<file path="src/inc/tsr_pkg.sv">
// How it works
// - Raw object: 17 bits, regs 1-3[7]
// - Raw ambient: 15 bits, regs 3[6:0]-4
// - Filter one: 20 bits, eight times raw
// - Filter two: 20 bits, eight times raw
// - Ambient filter three: 16 bits, twice raw
// - Motion freezes filter two, 128 times raw
// - Presence magnitude, source selectable, sign separate
// - Motion magnitude between cycle-time spaced samples
// - Ambient shock magnitude, raw minus filtered
// - Latched status keeps every event between reads
// - Reading latched status clears it, releases pin
// - Bits 4-0 latch over-temp..timer events
// - Bits 7-5 latch signs at event time
// - Timer bit set after full timer period
// - Live status same layout, not read-cleared
// - Masked rising flag asserts pin until read
// - Pointer increments per byte, wraps after 63
// - Live timer bit toggles at double rate
package tsr_pkg;
  // ****************************************
  // Register offsets
  // ****************************************
  localparam logic [5:0] OFS_OBJ_HIGH = 6'h01;
  localparam logic [5:0] OFS_OBJ_MID = 6'h02;
  localparam logic [5:0] OFS_OBJ_LOW_AMB_HIGH = 6'h03;
  localparam logic [5:0] OFS_AMB_LOW = 6'h04;
  localparam logic [5:0] OFS_F1_HIGH = 6'h05;
  localparam logic [5:0] OFS_F1_MID = 6'h06;
  localparam logic [5:0] OFS_F1_LOW_F2_HIGH = 6'h07;
  localparam logic [5:0] OFS_F2_MID = 6'h08;
  localparam logic [5:0] OFS_F2_LOW = 6'h09;
  localparam logic [5:0] OFS_AF_HIGH = 6'h0a;
  localparam logic [5:0] OFS_AF_LOW = 6'h0b;
  localparam logic [5:0] OFS_FRZ_HIGH = 6'h0c;
  localparam logic [5:0] OFS_FRZ_MID = 6'h0d;
  localparam logic [5:0] OFS_FRZ_LOW = 6'h0e;
  localparam logic [5:0] OFS_PRESENCE = 6'h0f;
  localparam logic [5:0] OFS_MOTION = 6'h10;
  localparam logic [5:0] OFS_SHOCK = 6'h11;
  localparam logic [5:0] OFS_LATCHED = 6'h12;
  localparam logic [5:0] OFS_LIVE = 6'h13;
  localparam logic [5:0] ADDR_LAST = 6'h3f;
  // ****************************************
  // Field widths and scaling shifts
  // ****************************************
  localparam int OBJ_W = 17;
  localparam int AMB_W = 15;
  localparam int FILT_W = 20;
  localparam int AF_W = 16;
  localparam int FRZ_W = 24;
  localparam int FILT_SHIFT = 3;
  localparam int FRZ_SHIFT = 4;
  // ****************************************
  // Status bit positions and resets
  // ****************************************
  localparam int BIT_TIMER = 0;
  localparam int BIT_SHOCK = 1;
  localparam int BIT_MOTION = 2;
  localparam int BIT_PRESENCE = 3;
  localparam int BIT_OT = 4;
  localparam int BIT_SGN_SHOCK = 5;
  localparam int BIT_SGN_MOTION = 6;
  localparam int BIT_SGN_PRESENCE = 7;
  localparam logic [7:0] STATUS_RESET = 8'h00;
  localparam logic [7:0] READ_ZERO = 8'h00;
  localparam logic [1:0] TIMER_HALVES = 2'h2;
  typedef enum logic [1:0] {
    TSR_SRC_OBJ_F2, TSR_SRC_F1_F2, TSR_SRC_OBJ_FRZ, TSR_SRC_F1_FRZ
  } tsr_src_t;
endpackage

</file>
<file path="src/core/tsr_status.sv">
`timescale 1ns/100ps
`default_nettype none
module tsr_status (
  // Clock and reset
  input wire logic mclk,
  input wire logic reset,
  // Live conditions and events
  input wire logic [3:0] live_cond,
  input wire logic [2:0] live_sign,
  input wire logic timer_evt,
  input wire logic [4:0] mask,
  // Read side
  input wire logic rd_clear,
  output logic [7:0] latched,
  output logic int_pend
);
  import tsr_pkg::*;

  logic [3:0] cond_q;
  logic [4:0] evt;
  logic [7:0] next_latched;

  // Rising edges only: a standing condition is not an event
  assign evt = {live_cond & ~cond_q, timer_evt};

  always_ff @(posedge mclk or posedge reset) begin
    if (reset) begin
      cond_q <= 4'h0;
    end else begin
      cond_q <= live_cond;
    end
  end

  always_comb begin
    next_latched = rd_clear ? STATUS_RESET : latched;
    next_latched[4:0] = next_latched[4:0] | evt;
    if (evt[BIT_SHOCK]) begin
      next_latched[BIT_SGN_SHOCK] = live_sign[0];
    end
    if (evt[BIT_MOTION]) begin
      next_latched[BIT_SGN_MOTION] = live_sign[1];
    end
    if (evt[BIT_PRESENCE]) begin
      next_latched[BIT_SGN_PRESENCE] = live_sign[2];
    end
  end

  always_ff @(posedge mclk or posedge reset) begin
    if (reset) begin
      latched <= STATUS_RESET;
    end else begin
      latched <= next_latched;
    end
  end

  // Set beats a same-cycle read so no event slips through
  always_ff @(posedge mclk or posedge reset) begin
    if (reset) begin
      int_pend <= 1'b0;
    end else if (|(evt & mask)) begin
      int_pend <= 1'b1;
    end else if (rd_clear) begin
      int_pend <= 1'b0;
    end
  end

  // ****************************************
  // Checks
  // ****************************************
  AST_EVT_LATCHES: assert property (
    @(posedge mclk) disable iff (reset)
    |evt |=> ((latched[4:0] & $past(evt)) == $past(evt)))
    else $error("event not latched");
  AST_READ_CLEARS: assert property (
    @(posedge mclk) disable iff (reset)
    rd_clear && !(|evt) |=> latched == STATUS_RESET && !int_pend)
    else $error("read did not clear status");
  AST_INT_ON_MASKED: assert property (
    @(posedge mclk) disable iff (reset)
    |(evt & mask) |=> int_pend)
    else $error("masked event did not raise pin");
  AST_INT_HOLDS: assert property (
    @(posedge mclk) disable iff (reset)
    int_pend && !rd_clear |=> int_pend)
    else $error("pin dropped before read");
  AST_SIGN_CAPTURE: assert property (
    @(posedge mclk) disable iff (reset)
    evt[BIT_MOTION] |=> latched[BIT_SGN_MOTION] == $past(live_sign[1]))
    else $error("motion sign not captured");
  COV_INT_READ: cover property (
    @(posedge mclk) disable iff (reset) int_pend ##[1:20] rd_clear);
  COV_SET_CLEAR: cover property (
    @(posedge mclk) disable iff (reset) rd_clear && |evt);
endmodule
`default_nettype wire

</file>
<file path="src/core/tsr_regs.sv">
`timescale 1ns/100ps
`default_nettype none
module tsr_regs (
  // Clock and reset
  input wire logic MCLK,
  input wire logic RESET,
  // Sample inputs from the conversion and filter logic
  input wire logic SAMPLE_VALID,
  input wire logic [tsr_pkg::OBJ_W-1:0] OBJECT_RAW_SAMPLE,
  input wire logic [tsr_pkg::AMB_W-1:0] AMBIENT_RAW_SAMPLE,
  input wire logic [tsr_pkg::FILT_W-1:0] OBJECT_FILTER_ONE,
  input wire logic [tsr_pkg::FILT_W-1:0] OBJECT_FILTER_TWO,
  input wire logic [tsr_pkg::AF_W-1:0] AMBIENT_FILTER_THREE,
  // Controls and condition levels
  input wire logic [1:0] SRC_SELECT,
  input wire logic MOTION_TICK,
  input wire logic TIMER_HALF,
  input wire logic [4:0] INT_MASK,
  input wire logic OVER_TEMPERATURE_EVENT,
  input wire logic PRESENCE_COND,
  input wire logic MOTION_COND,
  input wire logic SHOCK_COND,
  // Register read port
  input wire logic RD_START,
  input wire logic [5:0] RD_ADDR,
  input wire logic RD_REQ,
  input wire logic RD_END,
  output logic [7:0] RD_DATA,
  output logic RD_ACK,
  // Interrupt pin
  output logic INT_N
);
  import tsr_pkg::*;

  // ****************************************
  // Live sample store
  // ****************************************
  logic [OBJ_W-1:0] obj;
  logic [AMB_W-1:0] amb;
  logic [FILT_W-1:0] f1;
  logic [FILT_W-1:0] f2;
  logic [AF_W-1:0] af;
  logic [FRZ_W-1:0] frz;
  logic [FILT_W-1:0] f1_prev;
  logic [7:0] pres_mag;
  logic [7:0] mot_mag;
  logic [7:0] shock_mag;
  logic [2:0] sign;
  logic mot_cond_q;

  always_ff @(posedge MCLK or posedge RESET) begin
    if (RESET) begin
      obj <= '0;
      amb <= '0;
      f1 <= '0;
      f2 <= '0;
      af <= '0;
    end else if (SAMPLE_VALID) begin
      obj <= OBJECT_RAW_SAMPLE;
      amb <= AMBIENT_RAW_SAMPLE;
      f1 <= OBJECT_FILTER_ONE;
      f2 <= OBJECT_FILTER_TWO;
      af <= AMBIENT_FILTER_THREE;
    end
  end

  // Freeze on the rising edge of the motion condition
  always_ff @(posedge MCLK or posedge RESET) begin
    if (RESET) begin
      mot_cond_q <= 1'b0;
      frz <= '0;
    end else begin
      mot_cond_q <= MOTION_COND;
      if (MOTION_COND && !mot_cond_q) begin
        frz <= {f2, {FRZ_SHIFT{1'b0}}};
      end
    end
  end

  // ****************************************
  // Differences as sign and magnitude
  // ****************************************
  // Magnitude saturates at 255 rather than wrapping
  function automatic logic [8:0] sgn_mag(input logic signed [23:0] d);
    logic [23:0] m;
    m = d[23] ? 24'(-d) : 24'(d);
    return {d[23], (|m[23:8]) ? 8'hff : m[7:0]};
  endfunction

  logic signed [23:0] op_a;
  logic signed [23:0] op_b;
  logic signed [23:0] pres_d;
  logic signed [23:0] mot_d;
  logic signed [23:0] shock_d;
  logic [8:0] pres_sm;
  logic [8:0] mot_sm;
  logic [8:0] shock_sm;

  // Operands are compared on the filter scale, eight times raw
  always_comb begin
    op_a = 24'(f1);
    op_b = 24'(f2);
    unique case (tsr_src_t'(SRC_SELECT))
      TSR_SRC_OBJ_F2: begin
        op_a = 24'({obj, {FILT_SHIFT{1'b0}}});
        op_b = 24'(f2);
      end
      TSR_SRC_F1_F2: begin
        op_a = 24'(f1);
        op_b = 24'(f2);
      end
      TSR_SRC_OBJ_FRZ: begin
        op_a = 24'({obj, {FILT_SHIFT{1'b0}}});
        op_b = 24'(frz >> FRZ_SHIFT);
      end
      TSR_SRC_F1_FRZ: begin
        op_a = 24'(f1);
        op_b = 24'(frz >> FRZ_SHIFT);
      end
    endcase
  end

  assign pres_d = (op_a - op_b) >>> FILT_SHIFT;
  assign mot_d = (signed'(24'(f1)) - signed'(24'(f1_prev)))
                 >>> FILT_SHIFT;
  assign shock_d = 24'(amb) - 24'(af >> 1);
  assign pres_sm = sgn_mag(pres_d);
  assign mot_sm = sgn_mag(mot_d);
  assign shock_sm = sgn_mag(shock_d);

  always_ff @(posedge MCLK or posedge RESET) begin
    if (RESET) begin
      f1_prev <= '0;
    end else if (MOTION_TICK) begin
      f1_prev <= f1;
    end
  end

  always_ff @(posedge MCLK or posedge RESET) begin
    if (RESET) begin
      pres_mag <= 8'h00;
      mot_mag <= 8'h00;
      shock_mag <= 8'h00;
      sign <= 3'h0;
    end else begin
      pres_mag <= pres_sm[7:0];
      mot_mag <= mot_sm[7:0];
      shock_mag <= shock_sm[7:0];
      sign <= {pres_sm[8], mot_sm[8], shock_sm[8]};
    end
  end

  // ****************************************
  // Timer half-period tracking
  // ****************************************
  logic timer_live;
  logic [1:0] halves;
  logic timer_evt;
  logic rd_clear;

  // Two half periods since the last read make one full period
  assign timer_evt = TIMER_HALF && (halves == TIMER_HALVES - 2'h1);

  always_ff @(posedge MCLK or posedge RESET) begin
    if (RESET) begin
      timer_live <= 1'b0;
    end else if (TIMER_HALF) begin
      timer_live <= ~timer_live;
    end
  end

  always_ff @(posedge MCLK or posedge RESET) begin
    if (RESET) begin
      halves <= 2'h0;
    end else if (rd_clear) begin
      // A half period in the clearing cycle still counts
      halves <= (TIMER_HALF && !timer_evt) ? 2'h1 : 2'h0;
    end else if (TIMER_HALF && halves != TIMER_HALVES) begin
      halves <= halves + 2'h1;
    end
  end

  // ****************************************
  // Latched and live status
  // ****************************************
  logic [7:0] latched;
  logic [7:0] live;
  logic int_pend;

  assign live = {sign, OVER_TEMPERATURE_EVENT, PRESENCE_COND,
                 MOTION_COND, SHOCK_COND, timer_live};

  tsr_status i_tsr_status (
    .mclk(MCLK),
    .reset(RESET),
    .live_cond(live[BIT_OT:BIT_SHOCK]),
    .live_sign(sign),
    .timer_evt(timer_evt),
    .mask(INT_MASK),
    .rd_clear(rd_clear),
    .latched(latched),
    .int_pend(int_pend)
  );

  assign INT_N = ~int_pend;

  // ****************************************
  // Burst snapshot and read port
  // ****************************************
  // Results are copied once per burst so a multi-byte field
  // never mixes two sample updates
  logic [OBJ_W-1:0] s_obj;
  logic [AMB_W-1:0] s_amb;
  logic [FILT_W-1:0] s_f1;
  logic [FILT_W-1:0] s_f2;
  logic [AF_W-1:0] s_af;
  logic [FRZ_W-1:0] s_frz;
  logic [7:0] s_pres;
  logic [7:0] s_mot;
  logic [7:0] s_shock;
  logic in_burst;
  logic [5:0] ptr;
  logic [7:0] next_data;

  always_ff @(posedge MCLK or posedge RESET) begin
    if (RESET) begin
      s_obj <= '0;
      s_amb <= '0;
      s_f1 <= '0;
      s_f2 <= '0;
      s_af <= '0;
      s_frz <= '0;
      s_pres <= 8'h00;
      s_mot <= 8'h00;
      s_shock <= 8'h00;
    end else if (RD_START || !in_burst) begin
      s_obj <= obj;
      s_amb <= amb;
      s_f1 <= f1;
      s_f2 <= f2;
      s_af <= af;
      s_frz <= frz;
      s_pres <= pres_mag;
      s_mot <= mot_mag;
      s_shock <= shock_mag;
    end
  end

  always_ff @(posedge MCLK or posedge RESET) begin
    if (RESET) begin
      in_burst <= 1'b0;
    end else if (RD_START) begin
      in_burst <= 1'b1;
    end else if (RD_END) begin
      in_burst <= 1'b0;
    end
  end

  always_ff @(posedge MCLK or posedge RESET) begin
    if (RESET) begin
      ptr <= 6'h00;
    end else if (RD_START) begin
      ptr <= RD_ADDR;
    end else if (RD_REQ) begin
      ptr <= (ptr == ADDR_LAST) ? 6'h00 : ptr + 6'h01;
    end
  end

  assign rd_clear = RD_REQ && !RD_START && ptr == OFS_LATCHED;

  always_comb begin
    next_data = READ_ZERO;
    case (ptr)
      OFS_OBJ_HIGH: next_data = s_obj[16:9];
      OFS_OBJ_MID: next_data = s_obj[8:1];
      OFS_OBJ_LOW_AMB_HIGH: next_data = {s_obj[0], s_amb[14:8]};
      OFS_AMB_LOW: next_data = s_amb[7:0];
      OFS_F1_HIGH: next_data = s_f1[19:12];
      OFS_F1_MID: next_data = s_f1[11:4];
      OFS_F1_LOW_F2_HIGH: next_data = {s_f1[3:0], s_f2[19:16]};
      OFS_F2_MID: next_data = s_f2[15:8];
      OFS_F2_LOW: next_data = s_f2[7:0];
      OFS_AF_HIGH: next_data = s_af[15:8];
      OFS_AF_LOW: next_data = s_af[7:0];
      OFS_FRZ_HIGH: next_data = s_frz[23:16];
      OFS_FRZ_MID: next_data = s_frz[15:8];
      OFS_FRZ_LOW: next_data = s_frz[7:0];
      OFS_PRESENCE: next_data = s_pres;
      OFS_MOTION: next_data = s_mot;
      OFS_SHOCK: next_data = s_shock;
      OFS_LATCHED: next_data = latched;
      OFS_LIVE: next_data = live;
      default: next_data = READ_ZERO;
    endcase
  end

  always_ff @(posedge MCLK or posedge RESET) begin
    if (RESET) begin
      RD_DATA <= READ_ZERO;
      RD_ACK <= 1'b0;
    end else begin
      RD_ACK <= RD_REQ && !RD_START;
      if (RD_REQ && !RD_START) begin
        RD_DATA <= next_data;
      end
    end
  end

  // ****************************************
  // Checks
  // ****************************************
  AST_PTR_WRAP: assert property (
    @(posedge MCLK) disable iff (RESET)
    RD_REQ && !RD_START && ptr == ADDR_LAST |=> ptr == 6'h00)
    else $error("pointer did not wrap");
  AST_PTR_INC: assert property (
    @(posedge MCLK) disable iff (RESET)
    RD_REQ && !RD_START && ptr != ADDR_LAST |=> ptr == $past(ptr) + 6'h01)
    else $error("pointer did not increment");
  AST_SNAP_STABLE: assert property (
    @(posedge MCLK) disable iff (RESET)
    in_burst && !RD_START |=> $stable(s_f1) && $stable(s_obj))
    else $error("snapshot moved inside burst");
  AST_FREEZE: assert property (
    @(posedge MCLK) disable iff (RESET)
    MOTION_COND && !mot_cond_q |=> frz == {$past(f2), 4'h0})
    else $error("frozen copy not captured");
  AST_TIMER_TOGGLE: assert property (
    @(posedge MCLK) disable iff (RESET)
    TIMER_HALF |=> timer_live != $past(timer_live))
    else $error("timer bit did not toggle");
  AST_TIMER_FLAG: assert property (
    @(posedge MCLK) disable iff (RESET)
    timer_evt |=> latched[BIT_TIMER])
    else $error("timer flag not set");
  AST_LIVE_NOT_CLEARED: assert property (
    @(posedge MCLK) disable iff (RESET)
    RD_REQ && !RD_START && ptr == OFS_LIVE |=> RD_ACK ##0
    RD_DATA[4:1] == $past(live[4:1]))
    else $error("live status read wrong");
  AST_INT_PIN: assert property (
    @(posedge MCLK) disable iff (RESET)
    rd_clear && INT_MASK == 5'h00 |=> INT_N)
    else $error("read did not release pin");
  COV_BURST: cover property (
    @(posedge MCLK) disable iff (RESET) RD_START ##1 RD_REQ [*3]);
  COV_WRAP: cover property (
    @(posedge MCLK) disable iff (RESET) RD_REQ && ptr == ADDR_LAST);
  COV_FREEZE: cover property (
    @(posedge MCLK) disable iff (RESET) MOTION_COND && !mot_cond_q);
endmodule
`default_nettype wire

</file>
<file path="config.mk">
export PLATFORM = sky130hd
export DESIGN_NAME = tsr_regs
export DESIGN_NICKNAME = d
export VERILOG_FILES = /design/src/inc/tsr_pkg.sv /design/src/core/tsr_status.sv /design/src/core/tsr_regs.sv
export SDC_FILE = /design/constraint.sdc
export NUM_CORES = 1
export LEC_CHECK = 0
export BUFFER_PORTS_ARGS = -buffer_cell sky130_fd_sc_hd__buf_2
export CORE_ASPECT_RATIO = 1.25
export CORE_MARGIN = 3
export CORE_UTILIZATION = 55
export CTS_BUF_LIST = sky130_fd_sc_hd__clkbuf_8
export DETAILED_ROUTE_END_ITERATION = 7
export HOLD_SLACK_MARGIN = 0.12
export PLACE_DENSITY = 0.75
export SLEW_MARGIN = 5
export SYNTH_ARGS = -nofsm -noshare
export SYNTH_HDL_FRONTEND = slang
export SYNTH_SLANG_ARGS = --single-unit
</file>
<file path="constraint.sdc">
create_clock -name MCLK -period 14.6 [get_ports MCLK]
set_clock_uncertainty 0.1 [all_clocks]
set_input_delay 0.73 -clock MCLK [delete_from_list [all_inputs] [get_ports MCLK]]
set_output_delay 0.73 -clock MCLK [all_outputs]
set_load 0.05 [all_outputs]
</file>
==> metrics, run 1 <==
gpl congestion=0.972; RSZ-0062 raised after global routing=false; H-tree depth=2; Top FF cell, synth=dfrtp_1; Pre-antenna DRT Iters=6; top-level port count=123; final wirelength=50,800 um; DRT iter0 DRCs=1,504; Async SR Flop Fraction=100%; Synth Register Bits=319; leak pwr=8.45 nW; pwr/cell area=143 nW/um2; Max transition margin=28.4%; CTS root buf=clkbuf_8; status=complete, no violations; Worst EP required=14.92 ns; Synth Cell Area=17,800 um2; WHS Path Cells=1; number of cells upsized or downsized after cts=0; HPWL after DPL=38,000 um; sequential area share after synthesis=44.9%; final period utilization=32.2%; clock sink count=319; Setup CP Type=reg2reg; Synthesis Warnings=0; diodes inserted=0; hold buffers post-CTS=0; die extent in y=207 um; Worst R2R Path Depth=12; clock slew seen by the registers of the worst setup and hold paths=0.07 ns; Die Footprint=34,500 um2; vias in the first global route=13,400; R2R Path End=pres_mag[1]; worst slew pin tran=1.07 ns; CP Capture Type=register; worst r2r src=f1[9]; library cells used by synthesis=94; Avg Inst Size Synth=10.8 um2; number of synthesized flops with an enable pin=0; Tot Pwr=2.83 mW; vias=13,900; Hold Path Origin=OVER_TEMPERATURE_EVENT; Core Rows=72; Hold Violations, Final=0; Initial Util=56.5%; vias per inst=6.32; worst reg-to-reg setup slack=9.90 ns; core box area=31,400 um2; initial antenna violation count=0; clk_lat worst skew=0.60 ns; f_max=213 MHz; critical path startpoint category=register; VDD IR max=89.3 uV; crit path DAT=5.02 ns; routed len/inst=23.1 um; clock buffer depth=3; Cells after Synth=1,645; Hold Crit Class=in2reg; setup tns final=0 ns; nets@finish=1,931; CTS tree=yes; GRT Total Usage=29.1%; final slew viol count=0; layout overhead on the synthesized area=11.2%; FILL cells=2,541; # setup viols final=0; layout cell share with drive strength beyond 1=27.0%; Crit Path Max Fanout=9; Period minus WS final=4.70 ns; ANT nets after route=0; total CTS buffers=49; largest net degree at the start of global routing=199; die width=167 um; GRT Residual Overflow=0; port bufs=122; Post-route DRC=0; Max-Cap Viols=0; hold worst-path end=i_tsr_status.cond_q[3]; post-CTS setup buffers=0; Post-Syn Nets=1,821; first-pass GRT wire length=78,000 um
==> layer usage <==
metal / track usage, % / wire length, um / up-vias
li1: - / - / 6335
met1: 37.7 / 20800 / 6932
met2: 49.2 / 24400 / 510
met3: 4.61 / 3310 / 111
met4: 12.1 / 2270 / 0
met5: 0 / 0 / -
==> state kept, by name, summed over array words and instances (netlist names), 8 cells and up <==
register / flops
f1: 20
f1_prev: 20
f2: 20
frz: 20
s_f1: 20
s_f2: 20
s_frz: 20
obj: 17
s_obj: 17
af: 16
s_af: 16
amb: 15
s_amb: 15
RD_DATA: 8
i_tsr_status.latched: 8
mot_mag: 8
pres_mag: 8
s_mot: 8
s_pres: 8
s_shock: 8
shock_mag: 8
==> metrics by stage <==
stage	utilization [%]	instances	setup WS [ns]	instance area [um2]	hold WS (ns)
finish	62.9	2199	9.90	19800	0.160
detailed placement	59.5	2111	9.42	18700	0.368
CTS	62.9	2199	9.98	19800	0.134
global route	62.9	2199	9.60	19800	0.148
global placement	59.5	2111	9.41	18700	0.361
floorplan	-	1645	4.94	17800	0.342
==> how the worst max path moves through the flow <==
| stage | startpoint | to | slack (ns) | cells after the start |
|---|---|---|---|---|
| after floorplan | RESET | RD_ACK | 4.94 | 1 |
| after global placement | SRC_SELECT[0] | pres_mag[1] | 9.41 | 13 |
| after detailed placement | SRC_SELECT[0] | pres_mag[1] | 9.42 | 13 |
| after CTS | f1[10] | pres_mag[1] | 9.98 | 12 |
| after global routing | SRC_SELECT[0] | pres_mag[1] | 9.60 | 13 |
| final | f1[9] | pres_mag[1] | 9.90 | 12 |
==> synthesized netlist by cell type, types with 17 or more instances <==
cell type | instances | area (um2)
and2_1 | 18 | 113
a21o_1 | 31 | 233
dfrtp_1 | 319 | 7980
xnor2_1 | 39 | 342
o21ai_0 | 81 | 405
mux2i_1 | 29 | 290
xor2_1 | 17 | 149
nand2_1 | 116 | 435
inv_1 | 62 | 233
a22oi_1 | 46 | 345
a221oi_1 | 19 | 166
nor2_1 | 75 | 282
nand2b_1 | 17 | 106
a21oi_1 | 58 | 290
mux2_2 | 247 | 2780
ha_1 | 62 | 776
nand4_1 | 20 | 125
clkbuf_1 | 57 | 214
nand3_1 | 49 | 245
nor3_1 | 37 | 185
==> critical path, cell delays in order, from the launching register on <==
cell and delay (ns):
dfrtp_1 0.58, mux2_2 0.36, ha_1 0.46, and2_0 0.39, and3_1 0.27, o211ai_1 0.22, and4_1 0.29, nor3_1 0.47
o21ai_0 0.28, nand4b_1 0.26, a2bb2oi_1 0.15, o22ai_1 0.51, o2111ai_1 0.20
==> power breakdown <==
part | switching, mW | leakage, nW | internal [mW]
Sequential | 0.115 | 3.62 | 0.994
Combinational | 0.549 | 4.24 | 0.370
Clock | 0.361 | 0.593 | 0.439
==> area by class of cell <==
type / count / area [um2] / area share (%)
Clock buffer: 59 / 812 / 4.11
Clock inverter: 29 / 243 / 1.23
Inverter: 64 / 248 / 1.25
Multi-Input combinational cell: 1189 / 9270 / 46.9
Sequential cell: 319 / 7980 / 40.4
Tap cell: 407 / 509 / 2.58
Timing Repair Buffer: 132 / 701 / 3.55
==> placed cells by master, fill, tap and decap left out, types with 5 or more instances in the layout <==
cell type  instances
a22oi_1           46
or3_1              5
and3_1            12
nor3_1            37
a31oi_1           10
o21a_1             7
nor2b_1           12
a222oi_1           5
nand4_1           20
xor2_1            17
a22o_1            16
buf_4             10
mux2i_1           29
nand3_1           49
a21o_1            31
o31ai_1            8
buf_2            121
or2_2              5
and2_1            18
a221oi_1          19
nand2_1          116
a21oi_1           58
dfrtp_1          319
xnor2_1           39
o211ai_1          14
a211oi_1          15
nor2_1            75
o21ai_0           81
mux2_2           247
inv_1             77
and4_1             5
clkbuf_8          59
o22ai_1            6
nand2b_1          16
ha_1              62
==> kinds of logic (layout without fill, tap and decap cells) <==
kind of cell / Yosys count / after routing / share of synthesized area [%]
AOI/OAI and AO/OA: 390 / 390 / 15.8
buffers and inverters: 137 / 284 / 3.01
DFF: 319 / 319 / 44.9
and+or+nand+nor: 403 / 403 / 11.7
xor gates and xnor gates: 57 / 57 / 2.85
adders and majority gates: 63 / 63 / 4.48
muxes: 276 / 276 / 17.3
Note: power is estimated with default switching activity, not from simulation.
==> run 2: changes to the inputs <==
- clock period: 14.6 -> 4.6 ns (I/O delays scaled with it)
==> metrics, run 2 (synthesis results as in run 1) <==
status=complete, no violations; Crit Path Max Fanout=6 (-3); first-pass GRT wire length=85,700 um (+9.8%); FILL cells=2,373 (-6.6%); final slew viol count=0 (unchanged); Max transition margin=33.4% (+4.9 points); HPWL after DPL=39,500 um (+4.0%); GRT Total Usage=31.9% (+2.9 points); CP Cell Sequence=inv_1, ha_1, inv_1, fa_1, a21o_1, a221oi_2, o221ai_2, xnor2_1, a21boi_0, nand4_1, o311ai_0, nand3_1, a211oi_2, o211ai_1; worst setup margin=0.368 ns (-9.53 ns); post-CTS setup buffers=0 (unchanged); DRT iter0 DRCs=1,353 (-10%); layout overhead on the synthesized area=19.4%; nets@finish=2,092 (+8.3%); Worst Path Buf+Inv=2 (+2); Worst path top cell family by delay=compound AO/OA/AOI/OAI gates; initial antenna violation count=3 (+3); most frequent cells in the layout=319 x dfrtp_1, 247 x mux2_2, 121 x buf_2, 116 x nand2_1, 116 x dlygate4sd3_1; vias in the first global route=15,100 (+12%); Hold Crit Class=in2reg; clock buffer depth=3 (unchanged); setup tns final=0 ns (unchanged); gpl congestion=0.966 (-0.56%); core box area=31,400 um2 (unchanged); register area=7980 um2 (unchanged); Post-route DRC=0 (unchanged); CTS tree=yes; Post-Place Setup Slack=0.251 ns (-9.17 ns); Die Footprint=34,500 um2 (unchanged); CP Capture Type=register; worst slew pin tran=1.00 ns (-0.0738 ns); # setup viols final=0 (unchanged); top-level port count=123 (unchanged); clock sink count=319 (unchanged); RSZ-0062 raised after global routing=false; Worst EP required=4.97 ns (-9.95 ns); die extent in y=207 um (unchanged); Period minus WS final=4.23 ns (-0.469 ns); clock slew seen by the registers of the worst setup and hold paths=0.06 ns (about the same); port bufs=122 (unchanged); hold slack=0.158 ns (-0.00253 ns); H-tree depth=2 (unchanged); area of the multi-input gates=9270 um2 (unchanged); GRT Residual Overflow=0 (unchanged); Slowest Stage Delay on Critical Path=0.44 ns (-0.14 ns); Setup CP Type=reg2reg; final period utilization=92.0% (+60 points); Pre-antenna DRT Iters=6 (unchanged); VDD IR max=311 uV (+250%); Tot Pwr=9.20 mW (+230%); crit path DAT=4.61 ns (-0.41 ns); vias per inst=6.28 (-0.61%); total CTS buffers=52 (+6.1%); CTS root buf=clkbuf_8; die width=167 um (unchanged); Hold Violations, Final=0 (unchanged); Core Rows=72 (unchanged); leak pwr=9.12 nW (+8.0%); Initial Util=56.5% (unchanged); routed len/inst=23.6 um (+1.9%); layout cell share with drive strength beyond 1=27.0% (+0.031 points); ANT nets after route=0 (unchanged); clk_lat worst skew=0.62 ns (+0.02 ns); largest net degree at the start of global routing=181 (-9.0%); critical path startpoint category=register; Crit path top cell by count=inv_1; most common cell after layout, fill and taps aside=dfrtp_1; f_max=236 MHz (+11%); CP max-delay cell=a221oi_2; Max-Cap Viols=0 (unchanged); pwr/cell area=434 nW/um2 (+200%); final wirelength=55,500 um (+9.2%); vias=14,800 (+6.6%)
[run 2: changes by cell type in the layout (fill, tap and decap cells not counted)]
cell	before	now
buf_4	10	52
clkbuf_8	59	57
clkinv_2	4	9
clkinv_8	0	1
clkinvlp_4	3	2
diode_2	0	2
dlygate4sd3_1	0	116
inv_1	77	75
inv_12	0	1
inv_6	1	0
inv_8	2	0
[run 2: tightest hold or removal path, cell delays in order]
cell and delay (ns):
buf_4 0.37, nand2_1 0.14, o21ai_0 0.07
[run 2: layout make-up]
class                   instances  share of cell area, %
clock inverters                30                   1.21
inverters                      64                   1.15
diodes                          2                 0.0236
multi-input cells            1189                   43.7
repair buffers                290                   10.3
clock buffers                  57                   3.70
well taps                     407                   2.40
flip-flops and latches        319                   37.6
[run 2: through the flow]
step / std cells / util [%] / instance area [um2]
finish: 2358 / 67.5 / 21200
global route: 2358 / 67.5 / 21200
CTS: 2356 / 67.5 / 21200
detailed placement: 2153 / 60.5 / 19000
global placement: 2153 / 60.5 / 19000
floorplan: 1645 / - / 17800
[run 2: what timing repair did]
item / CTS / global route
hold buffers: 116 / 0
endpoints found under the hold margin: 394 / 0
gates resized for setup: 0 / 0
[run 2: path summary, 6_finish.rpt]
check                             start      endpoint  slack [ns]  cells after the start
min                        SAMPLE_VALID        af[15]        0.16                      3
min in group asynchronous         RESET   f1_prev[17]        0.55                      4
max                              amb[0]  shock_mag[1]        0.37                     14
min reg2reg                  mot_mag[3]      s_mot[3]        0.38                      1
max reg2reg                      amb[0]  shock_mag[1]        0.37                     14
max in group asynchronous         RESET       sign[2]        2.46                      6
[run 2: per-layer routing]
metal	up-vias	share of wire [%]	track usage (%)
met3	179	6.2	5.16
met5	-	0.036	0
met4	2	6.1	18.3
li1	6650	-	-
met2	632	49	54.1
met1	7339	39	39.1
[run 2: power breakdown]
part	switching (mW)	total (mW)	internal, mW	leakage (nW)
sequential	0.345	3.50	3.16	3.62
combinational	1.82	3.16	1.34	4.91
clock	1.18	2.55	1.37	0.590
total	3.34	9.20	5.86	9.12
==> run 3: changes to the inputs <==
- clock period: 4.6 -> 4.94 ns (I/O delays scaled with it)
==> metrics, run 3 (synthesis results as in run 1) <==
area of the multi-input gates=9270 um2 (unchanged); vias=14,700 (-0.94%); Worst EP required=5.33 ns (+0.36 ns); Setup CP Type=reg2reg; VDD IR max=277 uV (-11%); GRT Total Usage=31.2% (-0.69 points); Period minus WS final=4.42 ns (+0.184 ns); Hold Violations, Final=0 (unchanged); Tot Pwr=8.51 mW (-7.5%); Post-Place Setup Slack=0.399 ns (+0.148 ns); vias in the first global route=14,600 (-3.1%); crit path DAT=4.80 ns (+0.19 ns); CP Capture Type=register; Finished Core Util=67.3% (-0.24 points); port bufs=122 (unchanged); CTS root buf=clkbuf_8; initial antenna violation count=1 (-2); GRT Residual Overflow=0 (unchanged); WP depth=12 (-2); total CTS buffers=51 (-1.9%); pwr/cell area=403 nW/um2 (-7.2%); final slew viol count=0 (unchanged); clock sink count=319 (unchanged); post-CTS setup buffers=0 (unchanged); Post-Place Cells=2,129 (-1.1%); final wirelength=54,500 um (-1.9%); Max transition margin=35.4% (+2.1 points); most frequent cells in the layout=319 x dfrtp_1, 247 x mux2_2, 123 x dlygate4sd3_1, 121 x buf_2, 116 x nand2_1; top-level port count=123 (unchanged); Hold Crit Class=in2reg; Post-route DRC=0 (unchanged); Worst R2R Path Depth=12 (-2); RSZ-0062 raised after global routing=false; H-tree depth=2 (unchanged); Die Footprint=34,500 um2 (unchanged); clk_lat worst skew=0.63 ns (about the same); clock buffer depth=3 (unchanged); first-pass GRT wire length=84,000 um (-1.9%); most common cell after layout, fill and taps aside=dfrtp_1; CTS tree=yes; vias per inst=6.25 (-0.39%); gpl congestion=0.948 (-1.9%); critical path startpoint category=register; layout cell share with drive strength beyond 1=26.2% (-0.81 points); hold slack=0.146 ns (-0.0118 ns); worst slew pin tran=0.965 ns (-0.0345 ns); Design Area, Final=21,100 um2 (-0.36%); leak pwr=9.04 nW (-0.89%); Pre-antenna DRT Iters=5 (-1); FILL cells=2,383 (+0.42%); Core Rows=72 (unchanged); status=complete, no violations; Worst path top cell family by delay=compound AO/OA/AOI/OAI gates; Crit Path Max Fanout=8 (+2); nets@finish=2,074 (-0.86%); HPWL after DPL=39,100 um (-1.2%); Post-Layout Cell Count=2,345 (-0.55%); final period utilization=89.4% (-2.6 points); Initial Util=56.5% (unchanged); Slowest Stage Delay on Critical Path=0.59 ns (+0.15 ns); number of cells upsized or downsized after cts=0 (unchanged); CP max-delay cell=a311oi_1; largest net degree at the start of global routing=111 (-39%); clock slew seen by the registers of the worst setup and hold paths=0.07 ns (about the same); register area=7980 um2 (unchanged); Worst Path Buf+Inv=0 (-2); DRT iter0 DRCs=1,374 (+1.6%); Crit path top cell by count=o21ai_0; DP Area=18,800 um2 (-0.88%); WHS Path Cells=2 (-1); layout overhead on the synthesized area=19.0%; worst setup margin=0.524 ns (+0.156 ns); ANT nets after route=0 (unchanged); routed len/inst=23.2 um (-1.4%); f_max=226 MHz (-4.2%); setup tns final=0 ns (unchanged); die width=167 um (unchanged); # setup viols final=0 (unchanged); CP Cell Sequence=and2_1, ha_1, o21ai_0, a21oi_2, o21ai_0, a21oi_1, a311oi_1, o21ai_0, nand4b_1, a32oi_1, and4bb_1, o2111ai_1; Max-Cap Viols=0 (unchanged); die extent in y=207 um (unchanged); core box area=31,400 um2 (unchanged)
## run 3: cell types whose count changed in the layout (fill, tap and decap cells not counted), sizes merged
cell	before	now
dlygate4sd3	116	123
bufinv	4	3
clkinv	12	14
inv	76	77
clkbuf	57	59
clkinvlp	2	3
buf	174	150
diode	2	1
## run 3: path summary, 6_finish.rpt
kind / start / endpoint / slack, ns
worst max-delay path: f1[1] / pres_mag[1] / 0.52
worst min-delay path: SAMPLE_VALID / af[13] / 0.15
worst max register to register: f1[1] / pres_mag[1] / 0.52
worst min register to register: mot_mag[6] / s_mot[6] / 0.37
max in group asynchronous: RESET / s_obj[11] / 3.42
min in group asynchronous: RESET / i_tsr_status.latched[0] / 0.17
## run 3: layer usage
layer | part of all wire, % | track usage [%] | up-vias | wire length [um]
li1 | - | - | 6610 | -
met1 | 40 | 39.9 | 7330 | 21900
met2 | 49 | 53.9 | 581 | 26600
met3 | 5.7 | 3.49 | 142 | 3080
met4 | 5.2 | 14.5 | 0 | 2860
met5 | 0 | 0 | - | 0
## run 3: where the power goes
part | internal, mW | switching (mW)
Combinational | 1.19 | 1.68
Clock | 1.26 | 1.12
Sequential | 2.94 | 0.323
Total | 5.39 | 3.12
## run 3: repair_timing
action | in CTS | in global routing
endpoints found under the setup margin | 0 | 0
hold buffers | 123 | 0
hold endpoints to repair | 155 | 0
## run 3: final cells by class
class / count / area share (%)
multi-input cells: 1189 / 43.8
clock buffers: 59 / 3.84
repair buffers: 273 / 9.83
clock inverters: 33 / 1.20
inverters: 64 / 1.15
well taps: 407 / 2.41
diodes: 1 / 0.0118
flip-flops and latches: 319 / 37.7
